==> config.mk <==
export PLATFORM = sky130hd
export DESIGN_NAME = vgc_global_csr
export DESIGN_NICKNAME = d
export VERILOG_FILES = /design/src/vgc_global_csr.v
export VERILOG_INCLUDE_DIRS = /design/src
export SDC_FILE = /design/constraint.sdc
export NUM_CORES = 1
export LEC_CHECK = 0
export BUFFER_PORTS_ARGS = -buffer_cell sky130_fd_sc_hd__buf_2
export CAP_MARGIN = 20
export CORE_MARGIN = 4
export CORE_UTILIZATION = 35
export DETAILED_ROUTE_END_ITERATION = 10
export PLACE_DENSITY = 0.63
export SYNTH_ARGS = -nofsm -noshare
export SYNTH_HDL_FRONTEND = slang
export SYNTH_SLANG_ARGS = --single-unit
export TNS_END_PERCENT = 50
==> constraint.sdc <==
create_clock -name clock -period 2.7 [get_ports clock]
set_input_delay 0.27 -clock clock [delete_from_list [all_inputs] [get_ports clock]]
set_output_delay 0.27 -clock clock [all_outputs]
set_load 0.005 [all_outputs]
==> src/vgc_consts.vh <==
// Constants for the global control and status register block.
`ifndef VGC_CONSTS_VH
`define VGC_CONSTS_VH
`define VGC_OFF_BERR_CAUSE   32'hfffe2019
`define VGC_OFF_GSET_BASE    32'hfffe201b
`define VGC_OFF_GREG0        32'hfffe2021
`define VGC_OFF_GREG1        32'hfffe2023
`define VGC_OFF_BOARD_IDENT  32'hfffe2025
`define VGC_OFF_SCRATCH0     32'hfffe2027
`define VGC_OFF_SCRATCH1     32'hfffe2029
`define VGC_OFF_SCRATCH2     32'hfffe202b
`define VGC_OFF_SCRATCH3     32'hfffe202d
`define VGC_OFF_SCRATCH4     32'hfffe202f
`define VGC_BIT_LOCAL_TO     0
`define VGC_BIT_ACCESS_TO    1
`define VGC_BIT_VME_ERR      2
`define VGC_BIT_LOW_ATTN     0
`define VGC_BIT_HIGH_ATTN    1
`define VGC_BIT_BRD_FAIL     4
`define VGC_BIT_INHIBIT_SF   5
`define VGC_BIT_STRAP        6
`define VGC_BIT_RESET_HOLD   7
`define VGC_BASE_RESET       4'hf
`define VGC_BASE_NONE        4'hf
`define VGC_MON_RESET        4'hf
`define VGC_SCRATCH0_RESET   8'hff
`define VGC_SCRATCH_RESET    8'h00
`define VGC_MON_ADDR_HI      12'h00f
`define VGC_GSET_ADDR_HI     8'h00
`define VGC_RESET_HOLD_US    35
`define VGC_CLK_MHZ          100
`define VGC_RESET_HOLD_CYC   (`VGC_RESET_HOLD_US * `VGC_CLK_MHZ)
`endif

==> src/vgc_global_csr.v <==
// Bus error cause register and global register set of the VME interface.
`timescale 1ns/1ps
`include "vgc_consts.vh"

// Operation
// - Reading cause register returns it, then clears.
// - Only latest bus error cause is kept.
// - Bit0 local timeout, bit1 VME access timeout.
// - Bit2 on BERR of own unposted cycle.
// - Base field matches A4-A7, A8-A15 zero.
// - Reset base all ones; then no response.
// - Unmapped set disables monitors and attention.
// - Eight byte registers, local and odd VME.
// - Low nibble of register 0 is chip id.
// - Monitor 0 clears at F0/F1, level 2.
// - Monitor 1 clears at F2/F3, level 4.
// - Monitors 2,3 clear at F4-F7, no interrupt.
// - Monitors 0,1 re-set on acknowledge or write.
// - Matching monitor drives DTACK to end cycle.
// - Low attention set by VME, level 1.
// - High attention set by VME, level 5.
// - Board failure bit follows failure line.
// - Inhibit bit stops SYSFAIL drive only.
// - Strap bit reads jumper pins 1-2 fitted.
// - Reset-hold keeps board reset until cleared.
// - Board id local RW, VME read-only.
module vgc_global_csr #(
	parameter [3:0] CHIP_IDENT = 4'h5 // Arbitrary value.
) (
	input  wire        clock,
	input  wire        rst_n,
	input  wire        loc_sel,
	input  wire        loc_wr,
	input  wire [31:0] loc_addr,
	input  wire [7:0]  loc_wdata,
	output reg  [7:0]  loc_rdata_ff,
	output reg         loc_ack_ff,
	input  wire        vme_as,
	input  wire        vme_super_short,
	input  wire [15:1] vme_addr,
	input  wire        vme_ds0,
	input  wire        vme_ds1,
	input  wire        vme_write,
	input  wire [7:0]  vme_wdata,
	output reg  [7:0]  vme_rdata_ff,
	output reg         vme_dtack_ff,
	input  wire        local_timer_expired,
	input  wire        access_timer_expired,
	input  wire        own_unposted_berr,
	input  wire        mon0_int_en,
	input  wire        mon1_int_en,
	input  wire        low_attn_int_en,
	input  wire        high_attn_int_en,
	input  wire        mon0_int_ack,
	input  wire        mon1_int_ack,
	input  wire        board_fail_line,
	input  wire        board_fail_assert,
	input  wire        controller_enable_jumper,
	output reg         mon0_irq_ff,
	output reg         mon1_irq_ff,
	output reg         low_attn_irq_ff,
	output reg         high_attn_irq_ff,
	output reg         sysfail_drive_ff,
	output reg         board_reset_hold_ff
);

	reg  [2:0] cause_ff;
	reg  [3:0] base_ff;
	reg  [3:0] mon_ff;
	reg        low_attn_ff;
	reg        high_attn_ff;
	reg        inhibit_sysfail_ff;
	reg        reset_hold_ff;
	reg  [7:0] board_ident_ff;
	reg  [7:0] scratch_ff [0:4];
	reg        vme_busy_ff;

	reg  [2:0] nxt_cause;
	reg  [3:0] nxt_mon;
	reg  [7:0] loc_rd;
	reg  [7:0] vme_rd;
	integer    i;

	// Register number 0..7 of the global set from a local address.
	function [3:0] loc_gidx;
		input [31:0] a;
		reg   [31:0] d;
		begin
			d = a - `VGC_OFF_GREG0;
			if (a >= `VGC_OFF_GREG0 && a <= `VGC_OFF_SCRATCH4 && a[0])
				loc_gidx = {1'b0, d[3:1]};
			else
				loc_gidx = 4'h8;
		end
	endfunction

	wire       mapped   = (base_ff != `VGC_BASE_NONE);
	wire       start    = vme_as & vme_super_short & ~vme_busy_ff &
	                      (vme_ds0 | vme_ds1);
	wire       single   = vme_ds0 ^ vme_ds1;
	wire       dbl      = vme_ds0 & vme_ds1;
	// Odd byte lane alone for single access, even address for double.
	wire       odd_addr = single & vme_ds0;
	wire       gset_hit = start & mapped & odd_addr &
	                      (vme_addr[15:8] == `VGC_GSET_ADDR_HI) &
	                      (vme_addr[7:4] == base_ff);
	wire [2:0] vreg     = vme_addr[3:1];
	// Monitors sit in the lower half of the 00f0 line, 00f0 to 00f7.
	wire       mon_blk  = (vme_addr[15:4] == `VGC_MON_ADDR_HI) &
	                      ~vme_addr[3];
	wire       mon_hit  = start & mapped & mon_blk &
	                      (dbl | (single & vme_ds0));
	wire [1:0] mon_sel  = vme_addr[2:1];
	wire       vme_wr_g = gset_hit & vme_write;
	wire [3:0] lidx     = loc_gidx(loc_addr);
	wire       loc_wr_g = loc_sel & loc_wr & ~lidx[3];
	wire       loc_rd_c = loc_sel & ~loc_wr &
	                      (loc_addr == `VGC_OFF_BERR_CAUSE);

	// Cause register: newest event replaces older ones; a read clears,
	// but an event in the read cycle survives so it is never lost.
	always @* begin
		nxt_cause = cause_ff;
		if (loc_rd_c)
			nxt_cause = 3'h0;
		if (own_unposted_berr)
			nxt_cause = 3'h1 << `VGC_BIT_VME_ERR;
		else if (access_timer_expired)
			nxt_cause = 3'h1 << `VGC_BIT_ACCESS_TO;
		else if (local_timer_expired)
			nxt_cause = 3'h1 << `VGC_BIT_LOCAL_TO;
	end

	// Monitor flags are active low: cleared by a hit, set by writes.
	always @* begin
		nxt_mon = mon_ff;
		if (loc_wr_g && lidx[2:0] == 3'h0)
			nxt_mon = mon_ff | loc_wdata[7:4];
		if (vme_wr_g && vreg == 3'h0)
			nxt_mon = nxt_mon | vme_wdata[7:4];
		if (mon0_int_ack)
			nxt_mon[0] = 1'b1;
		if (mon1_int_ack)
			nxt_mon[1] = 1'b1;
		if (mon_hit)
			nxt_mon[mon_sel] = 1'b0;
	end

	// Read view of a global register; the board id is the same from
	// both sides, only writes differ.
	function [7:0] gread;
		input [2:0] idx;
		begin
			case (idx)
			3'h0: gread = {mon_ff, CHIP_IDENT};
			3'h1: gread = {reset_hold_ff, controller_enable_jumper,
			               inhibit_sysfail_ff, board_fail_line,
			               2'b00, high_attn_ff, low_attn_ff};
			3'h2: gread = board_ident_ff;
			3'h3: gread = scratch_ff[0];
			3'h4: gread = scratch_ff[1];
			3'h5: gread = scratch_ff[2];
			3'h6: gread = scratch_ff[3];
			3'h7: gread = scratch_ff[4];
			default: gread = 8'h00;
			endcase
		end
	endfunction

	always @* begin
		if (loc_rd_c)
			loc_rd = {5'h00, cause_ff};
		else if (loc_addr == `VGC_OFF_GSET_BASE)
			loc_rd = {4'h0, base_ff};
		else if (!lidx[3])
			loc_rd = gread(lidx[2:0]);
		else
			loc_rd = 8'h00;
		vme_rd = gread(vreg);
	end

	always @(posedge clock or negedge rst_n) begin
		if (!rst_n) begin
			cause_ff            <= 3'h0;
			base_ff             <= `VGC_BASE_RESET;
			mon_ff              <= `VGC_MON_RESET;
			low_attn_ff         <= 1'b0;
			high_attn_ff        <= 1'b0;
			inhibit_sysfail_ff  <= 1'b0;
			reset_hold_ff       <= 1'b0;
			board_ident_ff      <= 8'h00;
			scratch_ff[0]       <= `VGC_SCRATCH0_RESET;
			for (i = 1; i < 5; i = i + 1)
				scratch_ff[i]   <= `VGC_SCRATCH_RESET;
			vme_busy_ff         <= 1'b0;
			loc_rdata_ff        <= 8'h00;
			loc_ack_ff          <= 1'b0;
			vme_rdata_ff        <= 8'h00;
			vme_dtack_ff        <= 1'b0;
			mon0_irq_ff         <= 1'b0;
			mon1_irq_ff         <= 1'b0;
			low_attn_irq_ff     <= 1'b0;
			high_attn_irq_ff    <= 1'b0;
			sysfail_drive_ff    <= 1'b0;
			board_reset_hold_ff <= 1'b0;
		end else begin
			cause_ff     <= nxt_cause;
			mon_ff       <= nxt_mon;
			loc_ack_ff   <= loc_sel;
			loc_rdata_ff <= loc_rd;
			// One decode per address strobe; DTACK holds until AS drops.
			if (!vme_as) begin
				vme_busy_ff  <= 1'b0;
				vme_dtack_ff <= 1'b0;
			end else if (start && (gset_hit || mon_hit)) begin
				vme_busy_ff  <= 1'b1;
				vme_dtack_ff <= 1'b1;
				vme_rdata_ff <= gset_hit ? vme_rd : 8'h00;
			end
			if (loc_sel && loc_wr && loc_addr == `VGC_OFF_GSET_BASE)
				base_ff <= loc_wdata[3:0];
			// Attention bits: VME side sets, local side clears; a set
			// in the same cycle as a clear wins.
			if (vme_wr_g && vreg == 3'h1) begin
				if (vme_wdata[`VGC_BIT_LOW_ATTN])
					low_attn_ff <= 1'b1;
				else if (loc_wr_g && lidx[2:0] == 3'h1 &&
				         loc_wdata[`VGC_BIT_LOW_ATTN])
					low_attn_ff <= 1'b0;
				if (vme_wdata[`VGC_BIT_HIGH_ATTN])
					high_attn_ff <= 1'b1;
				else if (loc_wr_g && lidx[2:0] == 3'h1 &&
				         loc_wdata[`VGC_BIT_HIGH_ATTN])
					high_attn_ff <= 1'b0;
				inhibit_sysfail_ff <= vme_wdata[`VGC_BIT_INHIBIT_SF];
				reset_hold_ff <= vme_wdata[`VGC_BIT_RESET_HOLD];
			end else if (loc_wr_g && lidx[2:0] == 3'h1) begin
				if (loc_wdata[`VGC_BIT_LOW_ATTN])
					low_attn_ff <= 1'b0;
				if (loc_wdata[`VGC_BIT_HIGH_ATTN])
					high_attn_ff <= 1'b0;
				inhibit_sysfail_ff <= loc_wdata[`VGC_BIT_INHIBIT_SF];
				// The board may set its own hold but never clear it.
				if (loc_wdata[`VGC_BIT_RESET_HOLD])
					reset_hold_ff <= 1'b1;
			end
			if (loc_wr_g && lidx[2:0] == 3'h2)
				board_ident_ff <= loc_wdata;
			for (i = 0; i < 5; i = i + 1) begin
				// Registers 0..2 wrap to 5..7 here and never match.
				if (vme_wr_g && (vreg - 3'h3) == i[2:0])
					scratch_ff[i] <= vme_wdata;
				else if (loc_wr_g && (lidx[2:0] - 3'h3) == i[2:0])
					scratch_ff[i] <= loc_wdata;
			end
			mon0_irq_ff      <= ~nxt_mon[0] & mon0_int_en & mapped;
			mon1_irq_ff      <= ~nxt_mon[1] & mon1_int_en & mapped;
			low_attn_irq_ff  <= low_attn_ff & low_attn_int_en &
			                    mapped;
			high_attn_irq_ff <= high_attn_ff & high_attn_int_en &
			                    mapped;
			sysfail_drive_ff <= board_fail_assert &
			                    ~inhibit_sysfail_ff;
			board_reset_hold_ff <= reset_hold_ff;
		end
	end

endmodule

# --- After elaboration in Yosys (flattened, before gate mapping) ---
# Index checks and enable logic that the tools add are counted.
# W data, S select, Z words.
word_totals:
  input_bits: 84
  word_cells: 188
  out_inout_bits: 24
  register_bits: 87
classes:
  muxes: 45
  n_eq_ne: 30
  reduce_logical: 43
  magnitude_cmp: 4
  addsub: 3
  n_bitwise: 40
ops:
  columns: ["operator", "count"]
  rows:
  - ["$pmux W8 S8", 2]
  - ["$mux W8", 14]
  - ["$eq A32 B32 Y1 const B", 2]
  - ["$ge A32 B32 Y1 const B", 1]
  - ["$le A32 B32 Y1 const B", 1]
  - ["$eq A3 B3 Y1 const B", 10]
  - ["$and A1 B1 Y1", 26]
  - ["$eq A3 B2 Y1 const B", 8]
  - ["$logic_and A1 B1 Y1", 23]
  - ["$mux W1", 20]
  - ["$reduce_bool A2 Y1", 9]
  - ["$mux W4", 4]
  - ["$eq A12 B4 Y1 const B", 1]
  - ["$eq A3 B1 Y1 const B", 4]
  - ["$logic_not A3 Y1", 4]
  - ["$mux W3", 4]
  - ["$logic_not A8 Y1", 1]
  - ["$or A4 B4 Y4", 2]
  - ["$not A1 Y1", 7]
  - ["$ne A3 B2 Y1 const B", 2]
  - ["$reduce_and A3 Y1", 2]
  - ["$sub A3 B2 Y3 const B", 2]
  - ["$and A4 B4 Y4", 1]
  - ["$eq A4 B4 Y1", 1]
  - ["other kinds (12)", 14]

# --- Logic depth before layout (Yosys ltp) ---
# Gate-level depths: netlist (run 1).
logic_depth:
  word_depth: 16
  mapped_depth: 15
  ltp_nobuf: 13

# --- Worst setup path after synthesis (run 1) ---
# No wires, ideal clock.
synth_timing:
  path_type: "input -> register"
  startpoint: "in loc_addr[1]"
  endpoint: "reg scratch_ff[8] (netlist name)"
  required_time_ns: 2.575
  setup_time_ns: 0.125
  path_buffers: 2
  setup_slack_ns: -0.871
  cell_stages: 13
  t_arrival_ns: 3.447
  path_cell_list: "inv_1 -> ha_1 -> or4b_2 -> and3_1 -> nand3_1 -> clkbuf_1 -> nor3_1 -> ha_1 -> clkbuf_1 -> nand4_1 -> o41ai_1 -> o41ai_1 -> mux2_2"
synth_via:
  elab_chain_cells: 8
  elab_cells_between_ends: 12
  cone_classes: "add/sub: 2; order compare: 2; eq/ne: 1; mux: 1; bitwise: 2; reduce/logical: 4"
synth_lines:
  columns: ["element", "line_no", "text"]
  rows:
  - ["from (decl)", "vgc_global_csr.v:34", "input wire [31:0] loc_addr,"]
  - ["$ge A32 B32 Y1 (no source line) or $le A32 B32 Y1 (tied branches)", null, null]
  - ["$logic_and A1 B1 Y1 (no source line)", null, null]
  - ["$logic_and A1 B1 Y1", "vgc_global_csr.v:90", "if (a >= `VGC_OFF_GREG0 && a <= `VGC_OFF_SCRATCH4 && a[0])"]
  - ["$mux W4 (*)", "vgc_global_csr.v:90", null]
  - ["$sub A3 B2 Y3 or $not A1 Y1 (tied branches)", "vgc_global_csr.v:253, vgc_global_csr.v:116", null]
  - ["$eq A3 B2 Y1 or $and A1 B1 Y1 (tied branches)", "vgc_global_csr.v:253, vgc_global_csr.v:116", null]
  - ["$logic_and A1 B1 Y1 (*)", "vgc_global_csr.v:253", "else if (loc_wr_g && (lidx[2:0] - 3'h3) == i[2:0])"]
  - ["$reduce_bool A2 Y1 (no source line) (*)", null, null]
  - ["to (signal, indexed assignment)", "vgc_global_csr.v:194", "scratch_ff[i] <= `VGC_SCRATCH_RESET;"]
  - ["to (signal, indexed assignment)", "vgc_global_csr.v:252", "scratch_ff[i] <= vme_wdata;"]
  - ["to (signal, indexed assignment)", "vgc_global_csr.v:254", "scratch_ff[i] <= loc_wdata;"]
  - ["to (decl)", "vgc_global_csr.v:75", "reg [7:0] scratch_ff [0:4];"]
# Every way passes the cells marked *; elsewhere a longest branch is shown, timed or not.
# A chain may end at the register's enable or synchronous reset.

# --- Final worst setup path (run 1) ---
layout_timing:
  startpoint: "in loc_addr[16]"
  endpoint: "reg loc_rdata_ff[7]"
layout_via:
  elab_chain_cells: 9
  elab_cells_between_ends: 20
  cone_classes: "order compare: 2; eq/ne: 9; mux: 5; bitwise: 1; reduce/logical: 3"
layout_lines:
  columns: ["element", "line_no", "text"]
  rows:
  - ["$ge A32 B32 Y1 (no source line) or $le A32 B32 Y1 (tied branches)", null, null]
  - ["$logic_and A1 B1 Y1 (no source line)", null, null]
  - ["$logic_and A1 B1 Y1", "vgc_global_csr.v:90", null]
  - ["$mux W4", "vgc_global_csr.v:90", null]
  - ["$eq A3 B3 Y1 (tied with other cells)", "vgc_global_csr.v:154", "case (idx)"]
  - ["$pmux W8 S8", "vgc_global_csr.v:154", null]
  - ["$mux W8", "vgc_global_csr.v:175", "else if (!lidx[3])"]
  - ["$mux W8", "vgc_global_csr.v:173", "else if (loc_addr == `VGC_OFF_GSET_BASE)"]
  - ["$mux W8 (*)", "vgc_global_csr.v:171", "if (loc_rd_c)"]
  - ["via loc_rd[7]", "vgc_global_csr.v:80", "reg [7:0] loc_rd;"]
  - ["to (signal assigned)", "vgc_global_csr.v:210", "loc_rdata_ff <= loc_rd;"]
  - ["to (decl)", "vgc_global_csr.v:36", "output reg [7:0] loc_rdata_ff,"]
# Mark *: on every way through the listed nets, which the timed path passes. The rest lies on a longest branch.

==> results of run 1 <==
## cells in the mapped netlist (2+ instances only)
cell	n
dfrtp_1	71
nand2_1	43
mux2_2	39
clkbuf_1	35
o41ai_1	33
nand3_1	31
mux2i_1	28
nor2_1	28
a31oi_1	22
inv_1	22
a21oi_1	20
nand4_1	18
a22oi_1	17
dfstp_2	16
o31a_1	16
o21ai_0	15
nor3_1	10
o31ai_1	10
ha_1	9
o41a_1	8
and3_1	7
buf_1	7
a211oi_1	5
and2_1	5
xor2_1	5
a222oi_1	4
nor2b_1	4
nor4b_1	4
a22o_1	3
and4_1	3
buf_6	3
mux4_2	3
nand2b_1	3
nor3b_1	3
nor4_1	3
o221ai_1	3
a41oi_1	2
or3_1	2
or4_1	2
or4b_2	2
## metal layers
metal,GRT usage [%],share of wire (%)
met1,30.3,42
met2,34.7,45
met3,5.22,9.3
met4,10.5,3.2
met5,0,0
## final cells by class
cell class                 count  area share (%)
multi-input combinational    430            46.7
sequential                    87            30.1
timing repair buffer         167            14.2
tap                          216            3.71
clock buffer                  13            3.57
inverter                      22            1.13
clock inverter                 3           0.583
## repair_timing
item,4_1_cts,5_1_grt
setup endpoints to repair,9,43
hold buffers,1,0
resized for setup,8,24
endpoints found under the hold margin,1,0
pin swaps,3,10
buffers inserted,3,1
gates cloned,0,0
## final timing paths
path                            startpoint              end  slack, ns  depth (start not counted)
max                           loc_addr[16]  loc_rdata_ff[7]       0.02                         12
min                                loc_sel       loc_ack_ff       0.10                          1
max reg2reg                    vme_busy_ff   scratch_ff[21]       0.22                          5
min reg2reg                vme_rdata_ff[5]  vme_rdata_ff[5]       0.50                          2
max in group asynchronous            rst_n   scratch_ff[38]       1.41                          3
min in group asynchronous            rst_n  loc_rdata_ff[1]       0.52                          2
## logic make-up after synthesis
family | Yosys count
AO/OA/AOI/OAI | 165
XOR/XNOR | 6
adder cells (fa/ha/maj) | 9
buffers and inverters | 68
flip-flops | 87
multiplexers | 70
AND/OR/NAND/NOR | 180
## stage by stage
step | setup TNS, ns | cells
5_1_grt | -0.479 | 938
3_5_place_dp | -15.07 | 917
6_report | 0 | 938
4_1_cts | -0.0158 | 937
3_3_place_gp | -12.75 | 917
2_1_floorplan | -15.21 | 585
## sequential cells by signal, indices dropped and copies added, names as in the netlist
signal and cells:
low_attn_irq_ff 1, vme_busy_ff 1, low_attn_ff 1, scratch_ff 40, reset_hold_ff 1, high_attn_irq_ff 1, vme_rdata_ff 8, board_ident_ff 8
board_reset_hold_ff 1, cause_ff 3, mon_ff 4, mon1_irq_ff 1, sysfail_drive_ff 1, inhibit_sysfail_ff 1, loc_ack_ff 1, loc_rdata_ff 8
base_ff 4, high_attn_ff 1, mon0_irq_ff 1
## where the power goes
part           switching (mW)  leakage, nW  internal (mW)
registers             0.00199         1.15           1.31
clock network           0.516        0.146          0.767
logic                   0.235         2.00          0.128
## cell usage in the layout, fill, tap and decap left out, types with 18 or more instances in the layout
master	Yosys	final
nand2_1	43	43
buf_4	0	54
o41ai_1	33	18
nor2_1	28	28
buf_2	1	105
a31oi_1	22	22
mux2i_1	28	28
inv_1	22	21
nand4_1	18	18
a21oi_1	20	20
nand3_1	31	29
dfrtp_1	71	71
mux2_2	39	38
==> results.py, run 1 <==
metrics = {
    "sta": {
        "slew_headroom_pct": 51.4,
        "setup_viol": 0,
        "drv_slew": 0,
        "finalHoldViolations": 0,
        "finClkSkew_ns": 0.00555,
        "fmax_mhz": 374,
        "timing.final.crit_share_pct": 99.1,
        "whs_ns": 0.104,
        "finalWorstSetupSlack_ns": 0.0236,
        "fin_crit_ns": 2.68,
        "rsz0062_at_grt": "true",
        "max_slew.worst_pin.slew_ns": 0.728,
    },
    "placement": {
        "dp_hpwl_mm": 15.3,
        "dp_slack_ns": -0.515,
        "port_buffers": 107,
        "finalWeightedCongestion": 0.957,
        "dpl-instance-area_um2": 6740,
    },
    "worst_hold_path": {
        "min-delay-path-class": "in2reg",
    },
    "pwr": {
        "vdd_drop_max_uv": 304,
        "total_power_mw": 2.96,
        "p_per_area_nw_per_um2": 405,
        "leakagePower_nw": 3.30,
    },
    "grt": {
        "antenna_found_initial": 0,
        "track_usage_pct": 22.6,
        "grt_pass1_vias": 5752,
        "grt_pass1_wl_mm": 32.1,
        "grt_start_max_net_pins": 55,
        "grt-ovfl-total": 0,
    },
    "yosys": {
        "synth-adder-area-share_pct": 1.99,
        "synthFlopType": "dfrtp_1",
        "synth_top_area_cell": "dfrtp_1",
        "synth_area_leaders": "dfrtp_1 31%, mux2_2 7.8%, dfstp_2 7.4%",
        "synth_cells": 585,
        "synth-async-reset-ratio_pct": 100,
        "synth_mux_area_share_pct": 13.9,
        "synthesis.area_um2": 5650,
        "post-synth-top-area-fraction_pct": 31.5,
        "synth_compound_area_share_pct": 22.0,
        "yosys.area_share.simple_pct": 17.3,
        "avgSynthCellArea_um2": 9.65,
        "seq_area_frac_synth_pct": 38.9,
        "synth_top_family_by_area": "compound AO/OA/AOI/OAI gates",
        "synth-edff-count": 0,
        "ys_ff_latch": 87,
        "synthXorXnorAreaFrac_pct": 0.931,
        "synth_nets": 678,
        "yosys_warnings": 0,
        "synth_cell_types": 61,
    },
    "worst_setup_path": {
        "slowest_delay_ns": 0.54,
        "cp_common_cell": "or4_4",
        "crit_chain": "buf_6, or4b_4, or4_4, nor3_4, and2_4, inv_2, ha_4, or4_4, o41ai_4, buf_4, a222oi_1, a21oi_1",
        "cp_max_fo": 4,
        "path_class": "in2reg",
        "cp_slowest_cell": "or4b_4",
        "worst-endpoint-required_ns": 2.97,
        "cp_num_buf_inv": 3,
        "cp_top_family": "simple AND/OR/NAND/NOR gates",
        "arrival_ns": 2.94,
        "end_kind": "flop",
        "crit_path_start_kind": "input pin",
    },
    "layout": {
        "multi_input_area_um2": 3410,
        "regArea_um2": 2200,
        "design_area_um2": 7290,
        "utilization_pct": 46.1,
        "drive_gt1_share_pct": 37.8,
        "num_antenna_cells": 0,
        "final_nets": 810,
        "fillers": 1509,
        "area_delta_synth_final_pct": 29.2,
    },
    "route": {
        "dr.first_iter.drc_count": 648,
        "vias_per_cell": 6.02,
        "drt_wl_total_mm": 20.7,
        "wire_per_inst_um": 22.0,
        "vias": 5651,
        "dr.pass1.iters": 6,
        "ant_nets": 0,
        "drc": 0,
    },
    "flow_run": {
        "cap_violations": 0,
    },
    "clock_network": {
        "cts_tree": "yes",
        "clkLatencyLatePin_ns": 0.35,
        "path_clk_slew_ns": 0.06,
        "cts_buffer_depth": 2,
        "htreeDepth": 3,
        "clock_sinks": 87,
        "root_buffer": "clkbuf_16",
        "cts_made_buffers": 9,
    },
    "floorplan": {
        "rows": 46,
        "ioPinCount": 108,
        "die_w_um": 135,
        "die-height_um": 135,
        "die_area_um2": 18200,
        "core_area_um2": 15800,
        "start_util_pct": 35.7,
    },
    "run_status": {
        "status": "complete, no violations",
    },
}
No activity file was read; power rests on OpenSTA's default activity.
==> run 2, diff against run 1 <==
Settings changed: GPL_TIMING_DRIVEN set to 0, SETUP_SLACK_MARGIN set to 0.4, SKIP_CTS_REPAIR_TIMING set to 1.
==> results.py, run 2 (synthesis gave the netlist of run 1 again) <==
metrics = {
    "pwr": {
        "pwr-share-clk_pct": 44.0,
        "power_frac_seq_pct": 43.8,
        "internal_power_mw": 2.17,
        "p_sw_share_pct": 27.5,
        "power.switching_uw": 824,
        "leakagePower_nw": 3.34,
        "p_per_area_nw_per_um2": 396,
        "vdd_drop_max_uv": 302,
        "total_power_mw": 2.99,
        "power_frac_comb_pct": 12.2,
    },
    "run_status": {
        "status": "finished, violations left",
        "violations": "negative setup slack",
    },
    "worst_setup_path": {
        "end_kind": "flop",
        "reg2reg_from": "base_ff[2]",
        "arrival_ns": 3.44,
        "crit_path_start_kind": "input pin",
        "cp_max_fo": 6,
        "r2r_slack_ns": 0.03,
        "worst-endpoint-required_ns": 2.98,
        "path_class": "in2reg",
        "crit_start": "loc_addr[14]",
        "rr_worst_depth": 6,
        "timing.rr.end": "scratch_ff[17]",
    },
    "sta": {
        "fin_crit_ns": 3.16,
        "finClkSkew_ns": 0.0117,
        "setup_viol": 47,
        "rsz0062_at_grt": "true",
        "finalHoldViolations": 0,
        "finalWorstSetupSlack_ns": -0.456,
        "fmax_mhz": 317,
        "drv_slew": 0,
        "slew_headroom_pct": 34.3,
        "max_slew.worst_pin.slew_ns": 0.979,
        "timing.final.crit_share_pct": 117,
    },
    "floorplan": {
        "die_area_um2": 18200,
        "die_w_um": 135,
        "rows": 46,
        "die-height_um": 135,
        "core_area_um2": 15800,
        "ioPinCount": 108,
        "start_util_pct": 35.7,
    },
    "layout": {
        "drive_gt1_share_pct": 38.5,
        "area_delta_synth_final_pct": 33.9,
        "num_antenna_cells": 0,
        "design_area_um2": 7560,
        "final_cell_mix": "104 x buf_2, 71 x dfrtp_1, 42 x nand2_1, 33 x mux2_2, 29 x nand3_1",
        "utilization_pct": 47.8,
        "largest_register_ffs": 40,
        "top_register": "scratch_ff",
        "final_nets": 824,
        "final_common_cell": "buf_2",
    },
    "worst_hold_path": {
        "min-delay-path-class": "in2reg",
        "min_path_cells": 2,
        "holdPathEnd": "cause_ff[1]",
        "hp-start": "own_unposted_berr",
    },
    "placement": {
        "finalWeightedCongestion": 0.976,
        "port_buffers": 106,
        "dp_hpwl_mm": 16.8,
        "dpl-instance-area_um2": 6570,
    },
    "flow_run": {
        "cap_violations": 0,
    },
    "route": {
        "drt_wl_total_mm": 22.8,
        "wire_per_inst_um": 24.0,
        "vias_per_cell": 6.16,
        "drc": 0,
        "ant_nets": 0,
        "vias": 5863,
        "dr.pass1.iters": 8,
        "dr.first_iter.drc_count": 795,
    },
    "grt": {
        "grt-ovfl-total": 0,
        "grt_pass1_wl_mm": 33.5,
        "grt_pass1_vias": 5840,
        "track_usage_pct": 24.2,
        "grt_start_max_net_pins": 54,
        "antenna_found_initial": 0,
    },
    "clock_network": {
        "cts_tree": "yes",
        "clkLatencyLatePin_ns": 0.36,
        "root_buffer": "clkbuf_16",
        "path_clk_slew_ns": 0.07,
        "htreeDepth": 3,
        "cts_buffer_depth": 2,
        "cts_made_buffers": 9,
        "clock_sinks": 87,
    },
}
==> run 2: cell types whose count changed in the layout (fill, tap and decap cells not counted), sizes merged <==
cell	change
buf	-17
clkinv	+1
clkinvlp	+1
clkbuf	+28
inv	+1
==> run 2: final cells by class <==
| class | instances | area, µm² |
|---|---|---|
| Tap cell | 216 | 270 |
| Timing Repair Buffer | 135 | 811 |
| Clock buffer | 10 | 239 |
| Buffer | 46 | 289 |
| Clock inverter | 6 | 67.6 |
| Inverter | 22 | 82.6 |
| Sequential cell | 87 | 2200 |
| Multi-Input combinational cell | 430 | 3600 |
| Fill cell | 1498 | 8270 |
==> run 2: stage by stage <==
stage / hold slack [ns] / setup slack, ns / cells / TNS, ns
2_1_floorplan: -0.0256 / -0.478 / 585 / -15.26
3_3_place_gp: 0.458 / -1.20 / 907 / -53.91
5_1_grt: 0.107 / -0.558 / 952 / -17.29
4_1_cts: -0.109 / -0.973 / 924 / -38.45
6_report: 0.105 / -0.456 / 952 / -13.41
3_5_place_dp: 0.267 / -1.36 / 908 / -61.41
==> run 2: layer usage <==
| layer | vias to the layer above | global-route usage (%) | part of all wire [%] |
|---|---|---|---|
| li1 | 2578 | - | - |
| met1 | 2884 | 30.5 | 39 |
| met2 | 338 | 39.3 | 48 |
| met3 | 63 | 6.15 | 9.3 |
| met4 | 0 | 10.7 | 3.8 |
| met5 | - | 0 | 0 |
==> run 2: how the worst max path moves through the flow <==
stage                                 end  slack, ns
after floorplan             scratch_ff[8]      -0.48
after global placement     scratch_ff[20]      -1.20
after detailed placement    scratch_ff[1]      -1.36
after CTS                   scratch_ff[0]      -0.97
after global routing        scratch_ff[0]      -0.56
final                     loc_rdata_ff[7]      -0.46
==> run 2: power groups by stage <==
stage,sequential (mW),combinational (mW),clock [mW]
floorplan,1.33,0.146,0
global placement,1.33,0.324,0
detailed placement,1.33,0.340,0
CTS,1.31,0.340,1.33
global route,1.31,0.390,1.39
finish,1.31,0.365,1.32
==> run 2: worst max-delay path, cell delays in order <==
cell	delay, ns
buf_6	0.09
or4b_4	0.55
or4_4	0.43
buf_6	0.15
buf_12	0.12
nor3_4	0.22
and2_4	0.21
inv_2	0.05
ha_4	0.15
buf_8	0.12
or4_4	0.52
o41ai_4	0.13
a222oi_1	0.23
a21oi_1	0.19
==> run 3, diff against run 2 <==
Settings changed: SKIP_CTS_REPAIR_TIMING 1 to not set.
==> results.py, run 3 (synthesis gave the netlist of run 1 again) <==
metrics = {
    "run_status": {
        "status": "finished, violations left",
        "violations": "negative setup slack",
    },
    "route": {
        "vias_per_cell": 6.14,
        "drc": 0,
        "vias": 5934,
        "wire_per_inst_um": 24.0,
        "dr.pass1.iters": 6,
        "drt_wl_total_mm": 23.1,
        "ant_nets": 0,
        "dr.first_iter.drc_count": 780,
    },
    "grt": {
        "grt_pass1_vias": 6034,
        "track_usage_pct": 25.1,
        "antenna_found_initial": 0,
        "grt-ovfl-total": 0,
        "grt_pass1_wl_mm": 34.8,
        "grt_start_max_net_pins": 54,
    },
    "pwr": {
        "p_per_area_nw_per_um2": 388,
        "vdd_drop_max_uv": 294,
        "leakagePower_nw": 3.42,
    },
    "clock_network": {
        "clock_sinks": 87,
        "cts_buffer_depth": 2,
        "root_buffer": "clkbuf_16",
        "path_clk_slew_ns": 0.07,
        "cts_made_buffers": 9,
        "cts_tree": "yes",
        "htreeDepth": 3,
        "clkLatencyLatePin_ns": 0.36,
    },
    "sta": {
        "tns_ns": -8.66,
        "timing.final.crit_share_pct": 112,
        "rsz0062_at_grt": "true",
        "finalWorstSetupSlack_ns": -0.314,
        "fin_crit_ns": 3.01,
        "fmax_mhz": 332,
        "finClkSkew_ns": 0.0118,
        "setup_viol": 41,
        "slew_headroom_pct": 33.0,
        "finalHoldViolations": 0,
        "max_slew.worst_pin.slew_ns": 0.998,
        "drv_slew": 0,
    },
    "worst_hold_path": {
        "holdPathEnd": "cause_ff[1]",
        "min_path_cells": 2,
        "min-delay-path-class": "in2reg",
        "hp-start": "own_unposted_berr",
    },
    "worst_setup_path": {
        "r2r_slack_ns": 0.02,
        "worst-endpoint-required_ns": 2.99,
        "cp_num_buf_inv": 5,
        "timing.rr.end": "scratch_ff[22]",
        "cp_slowest_cell": "o41ai_4",
        "end_kind": "flop",
        "slowest_delay_ns": 0.66,
        "crit_chain": "buf_6, or4b_4, or4_4, buf_6, buf_12, nor3_4, and2_4, inv_4, ha_4, buf_8, o41ai_4, a222oi_1, a21oi_1",
        "reg2reg_from": "base_ff[2]",
        "crit_cells": 13,
        "rr_worst_depth": 6,
        "cp_common_cell": "buf_6",
        "cp_top_family": "simple AND/OR/NAND/NOR gates",
        "crit_path_start_kind": "input pin",
        "path_class": "in2reg",
        "cp_max_fo": 6,
        "arrival_ns": 3.30,
    },
    "floorplan": {
        "core_area_um2": 15800,
        "die_area_um2": 18200,
        "die-height_um": 135,
        "die_w_um": 135,
        "start_util_pct": 35.7,
        "ioPinCount": 108,
        "rows": 46,
    },
    "layout": {
        "area_delta_synth_final_pct": 37.6,
        "top_register": "scratch_ff",
        "num_antenna_cells": 0,
        "largest_register_ffs": 40,
        "utilization_pct": 49.1,
        "final_cell_mix": "104 x buf_2, 71 x dfrtp_1, 42 x nand2_1, 31 x mux2_2, 31 x buf_4",
        "drive_gt1_share_pct": 40.5,
        "final_common_cell": "buf_2",
        "final_nets": 838,
        "design_area_um2": 7770,
    },
    "placement": {
        "dpl-instance-area_um2": 6570,
        "dp_slack_ns": -1.36,
        "finalWeightedCongestion": 0.976,
        "dp_hpwl_mm": 16.8,
        "port_buffers": 106,
    },
    "flow_run": {
        "cap_violations": 0,
    },
}
-- run 3: changes by cell type in the layout (fill, tap and decap cells not counted), moves of 2 or more --
cell | previous run | this run
buf_4 | 22 | 31
buf_6 | 11 | 17
clkbuf_2 | 11 | 9
ha_1 | 7 | 5
ha_4 | 2 | 4
inv_1 | 21 | 19
inv_4 | 0 | 2
mux2_2 | 33 | 31
mux2_4 | 6 | 8
o31ai_1 | 9 | 6
o31ai_2 | 1 | 4
o41ai_2 | 12 | 10
-- run 3: worst reg2reg max path, cell delays in order, from the launching register on --
cell and delay [ns]:
dfstp_2 0.56, xor2_1 0.08, nor3_2 0.37, nand3_1 0.15
or4b_2 0.71, buf_1 0.32, mux2_4 0.38
-- run 3: what timing repair did --
item | in CTS | in global routing
pin swaps | 30 | 19
endpoints found under the hold margin | 34 | 0
resized for setup | 63 | 55
hold buffers | 1 | 0
setup buffers | 29 | 12
setup endpoints to repair | 70 | 66
-- run 3: worst max path at each step --
stage | startpoint | end | slack (ns)
2_1_floorplan | loc_addr[16] | scratch_ff[8] | -0.48
3_3_place_gp | loc_addr[16] | scratch_ff[20] | -1.20
3_5_place_dp | loc_addr[6] | scratch_ff[1] | -1.36
4_1_cts | loc_addr[14] | loc_rdata_ff[4] | -0.31
5_1_grt | loc_addr[14] | scratch_ff[0] | -0.40
6_report | loc_addr[14] | loc_rdata_ff[7] | -0.31
-- run 3: through the flow --
| step | instances | total power, mW | hold WS [ns] |
|---|---|---|---|
| finish | 966 | 3.01 | 0.104 |
| global route | 966 | 3.10 | 0.107 |
| CTS | 954 | 3.00 | 0.0959 |
| detailed placement | 908 | 1.67 | 0.267 |
| global placement | 907 | 1.66 | 0.458 |
| floorplan | 585 | 1.48 | -0.0256 |
-- run 3: layout make-up --
type / count / area, µm²
fill: 1474 / 8060
multi-input combinational: 430 / 3670
sequential: 87 / 2200
timing repair buffer: 149 / 960
buffer: 46 / 285
tap: 216 / 270
clock buffer: 10 / 239
inverter: 22 / 87.6
clock inverter: 6 / 67.6
-- run 3: power breakdown --
group          internal [mW]  switching, mW
clock network          0.746          0.578
logic                  0.121          0.258
registers               1.31        0.00195
total                   2.18          0.838
-- run 3: per-layer routing --
| metal | GRT usage (%) | up-vias | wire, µm |
|---|---|---|---|
| li1 | - | 2607 | - |
| met1 | 31.4 | 2892 | 8860 |
| met2 | 40.2 | 367 | 11000 |
| met3 | 6.52 | 68 | 2350 |
| met4 | 12.5 | 0 | 971 |
| met5 | 0 | - | 0 |
